## src/include/daf_regs.vh

```
// Constants for the drive auxiliary function block
`ifndef DAF_REGS_VH
`define DAF_REGS_VH
`define DAF_CLK_HZ 40000000
`define DAF_TICK_NS 10000
`define DAF_TICK_CYC ((`DAF_TICK_NS * (`DAF_CLK_HZ / 1000000)) / 1000)
`define DAF_MS_NS 1000000
`define DAF_MS_CYC ((`DAF_MS_NS * (`DAF_CLK_HZ / 1000000)) / 1000)
`define DAF_TICKS_PER_TENTH 10000
`define DAF_SEC_PER_HOUR 3600
`define DAF_RATED_LOAD 1000
`define DAF_DROOP_DIV 30'h0002710
`define DAF_HYST_DIV 26'h00003e8
`define DAF_JOG_FREQ_RST 16'h00c8
`define DAF_RAMP_TIME_RST 16'hc8
`define DAF_SKIP_RST 16'h0000
`define DAF_DEAD_TIME_RST 22'h000000
`define DAF_FDT_LEVEL_RST 16'h1388
`define DAF_HOURS_RST 16'h0000
`define DAF_HOURS_MAX 16'hffff
`define DAF_ST_RUN 1'h0
`define DAF_ST_DEAD 1'h1
`define DAF_FLOOR_LIMIT 2'h0
`define DAF_FLOOR_STOP 2'h1
`define DAF_FLOOR_ZERO 2'h2
`endif

```

## src/verilog/daf_aux.v

```verilog
// Drive auxiliary functions: jog, ramp sets, skip bands, dead time, droop, detectors
`timescale 1ns/1ps
`include "daf_regs.vh"
module daf_aux #(
   parameter CYC_PER_SEC = `DAF_CLK_HZ
) (
   // Clock and reset
   input wire mclk,
   input wire sys_rst,
   // Terminal commands (asynchronous pins)
   input wire runCmd,
   input wire jogCmd,
   input wire reverseCmd,
   input wire [1:0] accelSelect,
   input wire faultReset,
   // Frequency setting, 0.01 Hz units
   input wire [15:0] freqSetpoint,
   input wire [15:0] maxFreq,
   input wire [15:0] lowerLimitFreq,
   // Load feedback, 0.1 % of rated
   input wire [15:0] loadLevel,
   // Jog configuration, 0.01 Hz and 0.1 s units
   input wire [15:0] jog_target_freq,
   input wire [15:0] jog_accel_time,
   input wire [15:0] jog_decel_time,
   // Ramp sets, 0.1 s units
   input wire [15:0] accel_time_set_one,
   input wire [15:0] decel_time_set_one,
   input wire [15:0] accel_time_set_two,
   input wire [15:0] decel_time_set_two,
   input wire [15:0] accel_time_set_three,
   input wire [15:0] decel_time_set_three,
   input wire [15:0] accel_time_set_four,
   input wire [15:0] decel_time_set_four,
   // Skip bands, 0.01 Hz units
   input wire [15:0] skip_point_one,
   input wire [15:0] skip_point_two,
   input wire [15:0] skip_band_amplitude,
   // Direction, floor and stop handling
   input wire [21:0] direction_change_dead_time,
   input wire reverse_inhibit,
   input wire [1:0] below_floor_action,
   input wire [1:0] start_method_select,
   input wire [1:0] stop_method_select,
   input wire start_protection_select,
   // Droop, 0.001 Hz units
   input wire [13:0] droop_amount,
   // Hour thresholds
   input wire [15:0] poweron_hours_threshold,
   input wire [15:0] running_hours_threshold,
   // Frequency detector, 0.01 Hz and 0.1 % units
   input wire [15:0] freq_detect_level_one,
   input wire [9:0] freq_detect_hysteresis_one,
   // Drive outputs
   output reg [15:0] outFreq_q,
   output reg outReverse_q,
   output reg running_q,
   output reg [1:0] startMethodActive_q,
   output reg startBlocked_q,
   output reg deadTime_q,
   // Digital output functions
   output reg freq_detector_one_q,
   output reg poweronArrive_q,
   output reg runtimeArrive_q,
   // Hour counters
   output wire [15:0] poweron_hours_counter,
   output wire [15:0] running_hours_counter
);
   // Band handling: a request inside [p-a, p+a] moves to the nearer edge
   function [15:0] skipBand;
      input [15:0] f;
      input [15:0] p;
      input [15:0] a;
      reg [15:0] lo;
      reg [16:0] hi;
      begin
         lo = (p > a) ? p - a : 16'h0000;
         hi = {1'b0, p} + {1'b0, a};
         skipBand = f;
         if (f >= lo && {1'b0, f} <= hi) begin
            if (f <= p) begin
               skipBand = lo;
            end else begin
               skipBand = hi[16] ? 16'hffff : hi[15:0];
            end
         end
      end
   endfunction

   function [15:0] satSub;
      input [15:0] a;
      input [15:0] b;
      begin
         satSub = (a > b) ? a - b : 16'h0000;
      end
   endfunction

   // Pin synchronisers, first stage feeds only the second
   reg [5:0] syncA_q;
   reg [5:0] syncB_q;
   reg faultPrev_q;
   reg powerUp_q;
   reg blocked_q;
   reg lastJog_q;
   reg dirRev_q;
   reg state_q;
   reg [21:0] deadCnt_q;
   reg [8:0] tickCnt_q;
   reg [15:0] msCnt_q;
   reg [1:0] selA;
   reg [15:0] selAcc;
   reg [15:0] selDec;
   reg [15:0] floorFreq;
   reg floorStop;
   wire runS = syncB_q[0];
   wire jogS = syncB_q[1];
   wire revS = syncB_q[2];
   wire [1:0] accSelS = syncB_q[4:3];
   wire faultS = syncB_q[5];
   wire tick = (tickCnt_q == `DAF_TICK_CYC - 1);
   wire msTick = (msCnt_q == `DAF_MS_CYC - 1);
   wire [15:0] rampFreq;

   always @(posedge mclk or posedge sys_rst) begin
      if (sys_rst) begin
         syncA_q <= 6'h00;
         syncB_q <= 6'h00;
         tickCnt_q <= 9'h000;
         msCnt_q <= 16'h0000;
      end else begin
         syncA_q <= {faultReset, accelSelect, reverseCmd, jogCmd, runCmd};
         syncB_q <= syncA_q;
         tickCnt_q <= tick ? 9'h000 : tickCnt_q + 9'h001;
         msCnt_q <= msTick ? 16'h0000 : msCnt_q + 16'h0001;
      end
   end

   // Start protection; tick counter times the sync fill after reset
   wire cmdAny = runS | jogS;
   always @(posedge mclk or posedge sys_rst) begin
      if (sys_rst) begin
         powerUp_q <= 1'b1;
         blocked_q <= 1'b0;
         faultPrev_q <= 1'b0;
      end else begin
         faultPrev_q <= faultS;
         if (powerUp_q) begin
            if (tickCnt_q == 9'h002) begin
               powerUp_q <= 1'b0;
               blocked_q <= start_protection_select & cmdAny;
            end
         end else if (faultS & ~faultPrev_q & start_protection_select & cmdAny) begin
            blocked_q <= 1'b1;
         end else if (~cmdAny) begin
            blocked_q <= 1'b0;
         end
      end
   end

   wire armed = ~powerUp_q & ~blocked_q & ~(faultS & ~faultPrev_q & start_protection_select);
   wire jogOn = jogS & armed;
   wire active = (runS | jogS) & armed;
   wire revBlock = revS & reverse_inhibit;
   wire dirMismatch = active & ~revBlock & (revS != dirRev_q);
   wire [15:0] baseReq = jogOn ? jog_target_freq : freqSetpoint;

   always @* begin
      selA = jogOn ? 2'h0 : accSelS;
      case (selA)
         2'h0: begin
            selAcc = accel_time_set_one;
            selDec = decel_time_set_one;
         end
         2'h1: begin
            selAcc = accel_time_set_two;
            selDec = decel_time_set_two;
         end
         2'h2: begin
            selAcc = accel_time_set_three;
            selDec = decel_time_set_three;
         end
         default: begin
            selAcc = accel_time_set_four;
            selDec = decel_time_set_four;
         end
      endcase
      if (jogOn | (~active & lastJog_q)) begin
         selAcc = jog_accel_time;
         selDec = jog_decel_time;
      end
   end

   always @* begin
      floorFreq = baseReq;
      floorStop = 1'b0;
      if (baseReq < lowerLimitFreq) begin
         case (below_floor_action)
            `DAF_FLOOR_LIMIT: floorFreq = lowerLimitFreq;
            `DAF_FLOOR_STOP: begin
               floorFreq = 16'h0000;
               floorStop = 1'b1;
            end
            default: floorFreq = 16'h0000;
         endcase
      end
   end

   wire skipOn = (skip_point_one != 16'h0000) | (skip_point_two != 16'h0000);
   wire [15:0] skipFreq = skipOn ?
      skipBand(skipBand(floorFreq, skip_point_one, skip_band_amplitude),
               skip_point_two, skip_band_amplitude) : floorFreq;
   wire holdZero = ~active | revBlock | floorStop | dirMismatch | (state_q == `DAF_ST_DEAD);
   wire [15:0] target = holdZero ? 16'h0000 : skipFreq;
   // Coast only for normal run; a jog always ramps down
   wire coast = ~active & ~lastJog_q & (stop_method_select != 2'h0);

   daf_ramp ramp (
      .mclk(mclk),
      .sys_rst(sys_rst),
      .tick(tick),
      .forceZero(coast),
      .target(target),
      .accTime(selAcc),
      .decTime(selDec),
      .maxFreq(maxFreq),
      .freq_q(rampFreq)
   );

   // Direction change: reach 0 Hz, wait the dead time, then flip
   always @(posedge mclk or posedge sys_rst) begin
      if (sys_rst) begin
         state_q <= `DAF_ST_RUN;
         dirRev_q <= 1'b0;
         deadCnt_q <= 22'h000000;
         lastJog_q <= 1'b0;
      end else begin
         if (active) begin
            lastJog_q <= jogOn;
         end
         case (state_q)
            `DAF_ST_RUN: begin
               if (dirMismatch && rampFreq == 16'h0000) begin
                  deadCnt_q <= 22'h000000;
                  if (direction_change_dead_time == 22'h000000) begin
                     dirRev_q <= revS;
                  end else begin
                     state_q <= `DAF_ST_DEAD;
                  end
               end
            end
            `DAF_ST_DEAD: begin
               if (deadCnt_q >= direction_change_dead_time) begin
                  dirRev_q <= revS & ~reverse_inhibit;
                  state_q <= `DAF_ST_RUN;
               end else if (msTick) begin
                  deadCnt_q <= deadCnt_q + 22'h000001;
               end
            end
            default: state_q <= `DAF_ST_RUN;
         endcase
      end
   end

   // Droop: reduction scales with load, full amount at rated load
   wire [29:0] droopProd = droop_amount * loadLevel;
   wire [29:0] droopFull = droopProd / `DAF_DROOP_DIV;
   wire [15:0] droopRed = (droopFull[29:16] != 14'h0000) ? 16'hffff : droopFull[15:0];
   wire [25:0] hystProd = freq_detect_level_one * freq_detect_hysteresis_one;
   wire [25:0] hystFull = hystProd / `DAF_HYST_DIV;
   wire [15:0] releaseLvl = satSub(freq_detect_level_one, hystFull[15:0]);
   wire runningNow = (active & ~floorStop) | (rampFreq != 16'h0000);

   daf_hours #(
      .CYC_PER_SEC(CYC_PER_SEC),
      .SEC_PER_HOUR(`DAF_SEC_PER_HOUR)
   ) poweronHours (
      .mclk(mclk),
      .sys_rst(sys_rst),
      .enable(1'b1),
      .hours_q(poweron_hours_counter)
   );

   daf_hours #(
      .CYC_PER_SEC(CYC_PER_SEC),
      .SEC_PER_HOUR(`DAF_SEC_PER_HOUR)
   ) runningHours (
      .mclk(mclk),
      .sys_rst(sys_rst),
      .enable(running_q),
      .hours_q(running_hours_counter)
   );

   always @(posedge mclk or posedge sys_rst) begin
      if (sys_rst) begin
         outFreq_q <= 16'h0000;
         outReverse_q <= 1'b0;
         running_q <= 1'b0;
         startMethodActive_q <= 2'h0;
         startBlocked_q <= 1'b0;
         deadTime_q <= 1'b0;
         freq_detector_one_q <= 1'b0;
         poweronArrive_q <= 1'b0;
         runtimeArrive_q <= 1'b0;
      end else begin
         outFreq_q <= satSub(rampFreq, droopRed);
         outReverse_q <= dirRev_q;
         running_q <= runningNow;
         startMethodActive_q <= jogOn ? 2'h0 : start_method_select;
         startBlocked_q <= blocked_q | (powerUp_q & start_protection_select);
         deadTime_q <= (state_q == `DAF_ST_DEAD);
         if (outFreq_q > freq_detect_level_one) begin
            freq_detector_one_q <= 1'b1;
         end else if (outFreq_q < releaseLvl) begin
            freq_detector_one_q <= 1'b0;
         end
         poweronArrive_q <= poweron_hours_counter >= poweron_hours_threshold;
         runtimeArrive_q <= running_hours_counter >= running_hours_threshold;
      end
   end
endmodule // daf_aux

```

## src/verilog/daf_hours.v

```verilog
// Saturating whole-hour counter
`timescale 1ns/1ps
`include "daf_regs.vh"
module daf_hours #(
   parameter CYC_PER_SEC = `DAF_CLK_HZ,
   parameter SEC_PER_HOUR = `DAF_SEC_PER_HOUR
) (
   // Clock and reset
   input wire mclk,
   input wire sys_rst,
   // Count while high
   input wire enable,
   // Elapsed hours
   output reg [15:0] hours_q
);
   reg [25:0] cyc_q;
   reg [11:0] sec_q;
   wire secDone = (cyc_q == CYC_PER_SEC[25:0] - 26'h0000001);
   wire hourDone = (sec_q == SEC_PER_HOUR[11:0] - 12'h001);

   always @(posedge mclk or posedge sys_rst) begin
      if (sys_rst) begin
         cyc_q <= 26'h0000000;
         sec_q <= 12'h000;
         hours_q <= `DAF_HOURS_RST;
      end else if (enable) begin
         cyc_q <= secDone ? 26'h0000000 : cyc_q + 26'h0000001;
         if (secDone) begin
            sec_q <= hourDone ? 12'h000 : sec_q + 12'h001;
            if (hourDone && hours_q != `DAF_HOURS_MAX) begin
               hours_q <= hours_q + 16'h0001;
            end
         end
      end
   end
endmodule // daf_hours

```

## src/verilog/daf_ramp.v

```verilog
// Linear frequency ramp generator
`timescale 1ns/1ps
`include "daf_regs.vh"
module daf_ramp (
   // Clock and reset
   input wire mclk,
   input wire sys_rst,
   // Control
   input wire tick,
   input wire forceZero,
   input wire [15:0] target,
   input wire [15:0] accTime,
   input wire [15:0] decTime,
   input wire [15:0] maxFreq,
   // Result
   output reg [15:0] freq_q
);
   reg [31:0] acc_q;
   wire up = target > freq_q;
   wire [15:0] rampTime = up ? accTime : decTime;
   wire [31:0] thr = rampTime * `DAF_TICKS_PER_TENTH;
   wire [31:0] accNew = acc_q + {16'h0000, maxFreq};
   wire [31:0] accRem = accNew - thr;

   // One step per tick at most for a nonzero time: ramps shorter than max/100000 s are stretched; a zero time jumps to target
   always @(posedge mclk or posedge sys_rst) begin
      if (sys_rst) begin
         freq_q <= 16'h0000;
         acc_q <= 32'h00000000;
      end else if (forceZero) begin
         freq_q <= 16'h0000;
         acc_q <= 32'h00000000;
      end else if (freq_q == target) begin
         acc_q <= 32'h00000000;
      end else if (tick) begin
         if (rampTime == 16'h0000) begin
            freq_q <= target;
         end else if (accNew >= thr) begin
            freq_q <= up ? freq_q + 16'h0001 : freq_q - 16'h0001;
            acc_q <= (accRem >= thr) ? 32'h00000000 : accRem;
         end else begin
            acc_q <= accNew;
         end
      end
   end
endmodule // daf_ramp
```

## config.mk

```make
export PLATFORM = sky130hd
export DESIGN_NAME = daf_aux
export DESIGN_NICKNAME = d
export VERILOG_FILES = /design/src/verilog/daf_aux.v /design/src/verilog/daf_hours.v /design/src/verilog/daf_ramp.v
export VERILOG_INCLUDE_DIRS = /design/src /design/src/include
export SDC_FILE = /design/constraint.sdc
export NUM_CORES = 2
export LEC_CHECK = 0
export BUFFER_PORTS_ARGS = -buffer_cell sky130_fd_sc_hd__buf_2
export CAP_MARGIN = 20
export CORE_AREA = 5 5 333 335
export CTS_BUF_LIST = sky130_fd_sc_hd__clkbuf_16
export CTS_CLUSTER_DIAMETER = 60
export DETAILED_ROUTE_END_ITERATION = 10
export DIE_AREA = 0 0 338 340
export GPL_TIMING_DRIVEN = 0
export PLACE_DENSITY = 0.66
export SLEW_MARGIN = 10
export SYNTH_ARGS = -nofsm -noshare
export SYNTH_HDL_FRONTEND = slang
export SYNTH_SLANG_ARGS = --single-unit
```

## constraint.sdc

```tcl
create_clock -name mclk -period 22.3 [get_ports mclk]
set_input_delay 3.345 -clock mclk [delete_from_list [all_inputs] [get_ports mclk]]
set_output_delay 3.345 -clock mclk [all_outputs]
set_load 0.01 [all_outputs]
```

==> out/metrics.csv <==
metric,value,unit
timing.final.crit_share,109,%
wl_per_cell,20.1,um
synth.avg_cell_area,7.93,um^2
totalWireLength,179,mm
synth_top_area_cell,sky130_fd_sc_hd__ha_1,
final_hold_viol_count,0,
fin_setup_tns,-26520,ps
cts_buffers,35,
cpPeakStageDelay,600,ps
postSynthCellCount,6465,
synth.ff_latch_count,246,
status,"finished, violations left",
min_period,24230,ps
io_buffers,454,
critical_path_required,22750,ps
critical_path.max_fanout,8,
route.detailed.drc,0,
synth-edff-count,0,
row_count,121,
layout.filler_cells,9292,
cap_viol_max_count,0,
clkSinkCount,246,
drt.antenna.violating_nets,0,
grt_setup_unrepaired,true,
grt_remaining_overflow,0,
antenna_found_initial,19,
hold_buffers,0,
global_route.usage.total,28.6,%
fin_hold_ws,343,ps
cts_tree,yes,
placement.setup.worst_slack,-5770,ps
via_count,52400,
measured_slew_at_the_worst_slew_check_pin,1210,ps
fin_skew,26.7,ps
routed_via_density,5.90,
slowest_stage,sky130_fd_sc_hd__or4b_4,
fmax,41.3,MHz
maxSlewViolCount,0,
postSynthNetCount,7815,
synth_top_cells_by_area,"sky130_fd_sc_hd__ha_1 15%, sky130_fd_sc_hd__fa_1 12%, sky130_fd_sc_hd__dfrtp_1 12%, sky130_fd_sc_hd__inv_1 4.8%, sky130_fd_sc_hd__xnor2_1 4.5%",
design.final.nets,8776,
detailedRoute.firstIterationViolations,3881,
maximum_number_of_pins_on_one_net_before_global_route_repair,109,
final_critical_path_setup_slack,-1930,ps
die_h,340,um
area_growth_syn_to_layout,29.5,%
dp_hpwl,136,mm
portion_of_synthesized_cell_area_occupied_by_the_leading_cell_type,15.4,%
grt_pass1_wl,269,mm
async_reset_ff_share,100,%
first_pass_iters,6,
die_w,338,um
hp-class,flop to flop,
io_pins,455,
synth_flop_cell,sky130_fd_sc_hd__dfrtp_1,
clock_tree.root_cell,sky130_fd_sc_hd__clkbuf_16,
worst_path_clk_slew,60,ps
later_pin_clock_latency_in_the_skew_report,570,ps
final_layout_size_suffix_gt1_share,26.9,%
cts.path.max_buffers,3,
synth_seq_area_share,12.0,%
crit_type,input port to flop,
core_area,108000,um^2
start_util,47.6,%
die-area,115000,um^2
critPathArrivalTime,24680,ps
grt_pass1_vias,49900,
syn_area,51300,um^2
worst_slew_margin_rel,18.8,%
synthesis.yosys.warnings,0,
worstSetupEndpointType,flop,
failed_checks,negative setup slack,
ys_types,148,
critPathMostFrequentCell,sky130_fd_sc_hd__a21o_1,
place.gp.congestion,0.973,
cts-htree-levels,2,
setup_violating_endpoint_count_in_the_final_report,16,
critical_path.startpoint_type,input port,
-- registers in the layout, indices dropped and copies added, names as in the netlist, 2 cells and up --
register and count:
ramp.acc_q 32, poweronHours.cyc_q 26, runningHours.cyc_q 26, deadCnt_q 22, msCnt_q 16, outFreq_q 16, poweronHours.hours_q 16, ramp.freq_q 16
runningHours.hours_q 16, poweronHours.sec_q 12, runningHours.sec_q 12, tickCnt_q 9, syncA_q 6, syncB_q 6, startMethodActive_q 2
-- worst paths after layout --
| check | start | endpoint | slack (ps) | cells after the start |
|---|---|---|---|---|
| min | syncA_q[4]$_DFF_PP0_ | syncB_q[4]$_DFF_PP0_ | 340 | 0 |
| max | loadLevel[8] | outFreq_q[15]$_DFF_PP0_ | -1930 | 98 |
| min reg2reg | syncA_q[4]$_DFF_PP0_ | syncB_q[4]$_DFF_PP0_ | 340 | 0 |
| max in group asynchronous | sys_rst | startMethodActive_q[0]$_DFF_PP0_ | 18130 | 4 |
| min in group asynchronous | sys_rst | syncA_q[5]$_DFF_PP0_ | 2790 | 2 |
| max reg2reg | syncB_q[5]$_DFF_PP0_ | ramp.acc_q[14]$_DFFE_PP0P_ | 3060 | 123 |
-- critical path: cells and delay by family --
kind	cells	cell delay, ps
buffers and inverters	18	2460
AO/OA/AOI/OAI	46	9710
XOR/XNOR	3	530
multiplexers	2	530
adder cells (fa/ha/maj)	8	3570
AND/OR/NAND/NOR	21	4480
-- placed cells by master, fill, tap and decap left out, types with 33 or more instances in the layout --
cell	netlist	layout
sky130_fd_sc_hd__o21bai_1	92	87
sky130_fd_sc_hd__buf_2	10	438
sky130_fd_sc_hd__xnor2_1	265	223
sky130_fd_sc_hd__a22o_1	37	37
sky130_fd_sc_hd__clkbuf_1	188	86
sky130_fd_sc_hd__ha_1	633	586
sky130_fd_sc_hd__ha_4	0	39
sky130_fd_sc_hd__clkbuf_16	0	47
sky130_fd_sc_hd__nand4_1	119	119
sky130_fd_sc_hd__o211ai_1	56	56
sky130_fd_sc_hd__nor3_1	109	79
sky130_fd_sc_hd__nor2_2	4	36
sky130_fd_sc_hd__inv_2	2	33
sky130_fd_sc_hd__dfrtp_1	245	245
sky130_fd_sc_hd__a21oi_1	453	340
sky130_fd_sc_hd__a31oi_1	53	34
sky130_fd_sc_hd__a21oi_2	9	98
sky130_fd_sc_hd__xnor2_2	3	35
sky130_fd_sc_hd__o21ai_1	40	61
sky130_fd_sc_hd__a211oi_1	60	37
sky130_fd_sc_hd__buf_4	19	461
sky130_fd_sc_hd__inv_1	651	610
sky130_fd_sc_hd__nor2_1	491	446
sky130_fd_sc_hd__nor4_1	59	45
sky130_fd_sc_hd__o21a_1	39	35
sky130_fd_sc_hd__xor2_1	162	145
sky130_fd_sc_hd__and3_1	83	72
sky130_fd_sc_hd__buf_6	4	58
sky130_fd_sc_hd__and2_1	236	221
sky130_fd_sc_hd__nand3_1	132	123
sky130_fd_sc_hd__mux2i_1	66	39
sky130_fd_sc_hd__mux2_2	40	34
sky130_fd_sc_hd__fa_1	319	304
sky130_fd_sc_hd__o21ai_2	3	39
sky130_fd_sc_hd__a21o_1	153	148
sky130_fd_sc_hd__nand2_1	607	586
sky130_fd_sc_hd__nand2b_1	110	107
sky130_fd_sc_hd__nor2b_1	87	84
sky130_fd_sc_hd__or3_1	43	33
sky130_fd_sc_hd__o21ai_0	247	169
-- timing repair --
action	in CTS	in global routing
pin swaps	218	442
endpoints found under the hold margin	0	0
gates cloned	4	9
setup endpoints to repair	63	63
buffers inserted	240	231
resized for setup	623	633
-- logic make-up (layout without fill, tap and decap cells) --
kind of cell | after synthesis | in the layout | synth area share (%)
and+or+nand+nor | 2194 | 2194 | 21.3
AOI/OAI and AO/OA | 1630 | 1634 | 21.9
adders and majority gates | 962 | 962 | 28.1
buffers and inverters | 883 | 1866 | 6.70
xor gates and xnor gates | 433 | 433 | 7.50
DFF | 246 | 246 | 12.0
muxes | 117 | 117 | 2.55
other | 0 | 12 | 0
-- layout make-up --
| cell class | instances | area (um^2) | share of cell area (%) |
|---|---|---|---|
| Sequential cell | 246 | 6160 | 9.27 |
| Inverter | 654 | 2500 | 3.76 |
| Clock buffer | 36 | 901 | 1.36 |
| Antenna cell | 12 | 30.0 | 0.0452 |
| Multi-Input combinational cell | 5340 | 46700 | 70.3 |
| Tap cell | 1414 | 1770 | 2.66 |
| Timing Repair Buffer | 943 | 6450 | 9.72 |
| Buffer | 206 | 1670 | 2.51 |
| Clock inverter | 27 | 246 | 0.371 |
-- synthesized netlist by cell type, drive strengths merged, types with 15 or more instances --
master   instances
inv            653
ha             633
nand2          608
nor2           495
a21oi          468
fa             319
o21ai          290
xnor2          269
dfrtp          245
and2           244
clkbuf         189
xor2           164
a21o           156
nand3          133
nand4          121
nor3           114
nand2b         110
o21bai          92
nor2b           87
and3            86
mux2i           68
a211oi          66
nor4            62
o211ai          61
a31oi           55
or3             45
mux2            44
o21a            41
buf             40
a22o            37
o31ai           37
or2             31
a211o           27
o22ai           27
a22oi           22
a31o            22
o221ai          22
a221oi          17
o2111ai         17
a311oi          16
o311ai          16
o31a            16
o211a           15
-- routing by layer --
layer / vias up / global-route usage, % / share of wire (%)
met5: - / 0 / 0.012
met4: 4 / 9.77 / 4.2
met3: 395 / 3.78 / 7.2
met2: 1931 / 47.8 / 47
met1: 25400 / 38.1 / 41
li1: 24700 / - / -
-- metrics by stage --
stage	cells	cell area, um^2	util (%)
CTS	8633	61800	57.3
global route	8869	66400	61.6
floorplan	6465	51800	-
global placement	8333	55900	51.8
detailed placement	8342	56000	52.0
finish	8878	66400	61.6
Power is not shown: default switching activity piles up to over one toggle a cycle in this logic, so the estimate is an artifact.
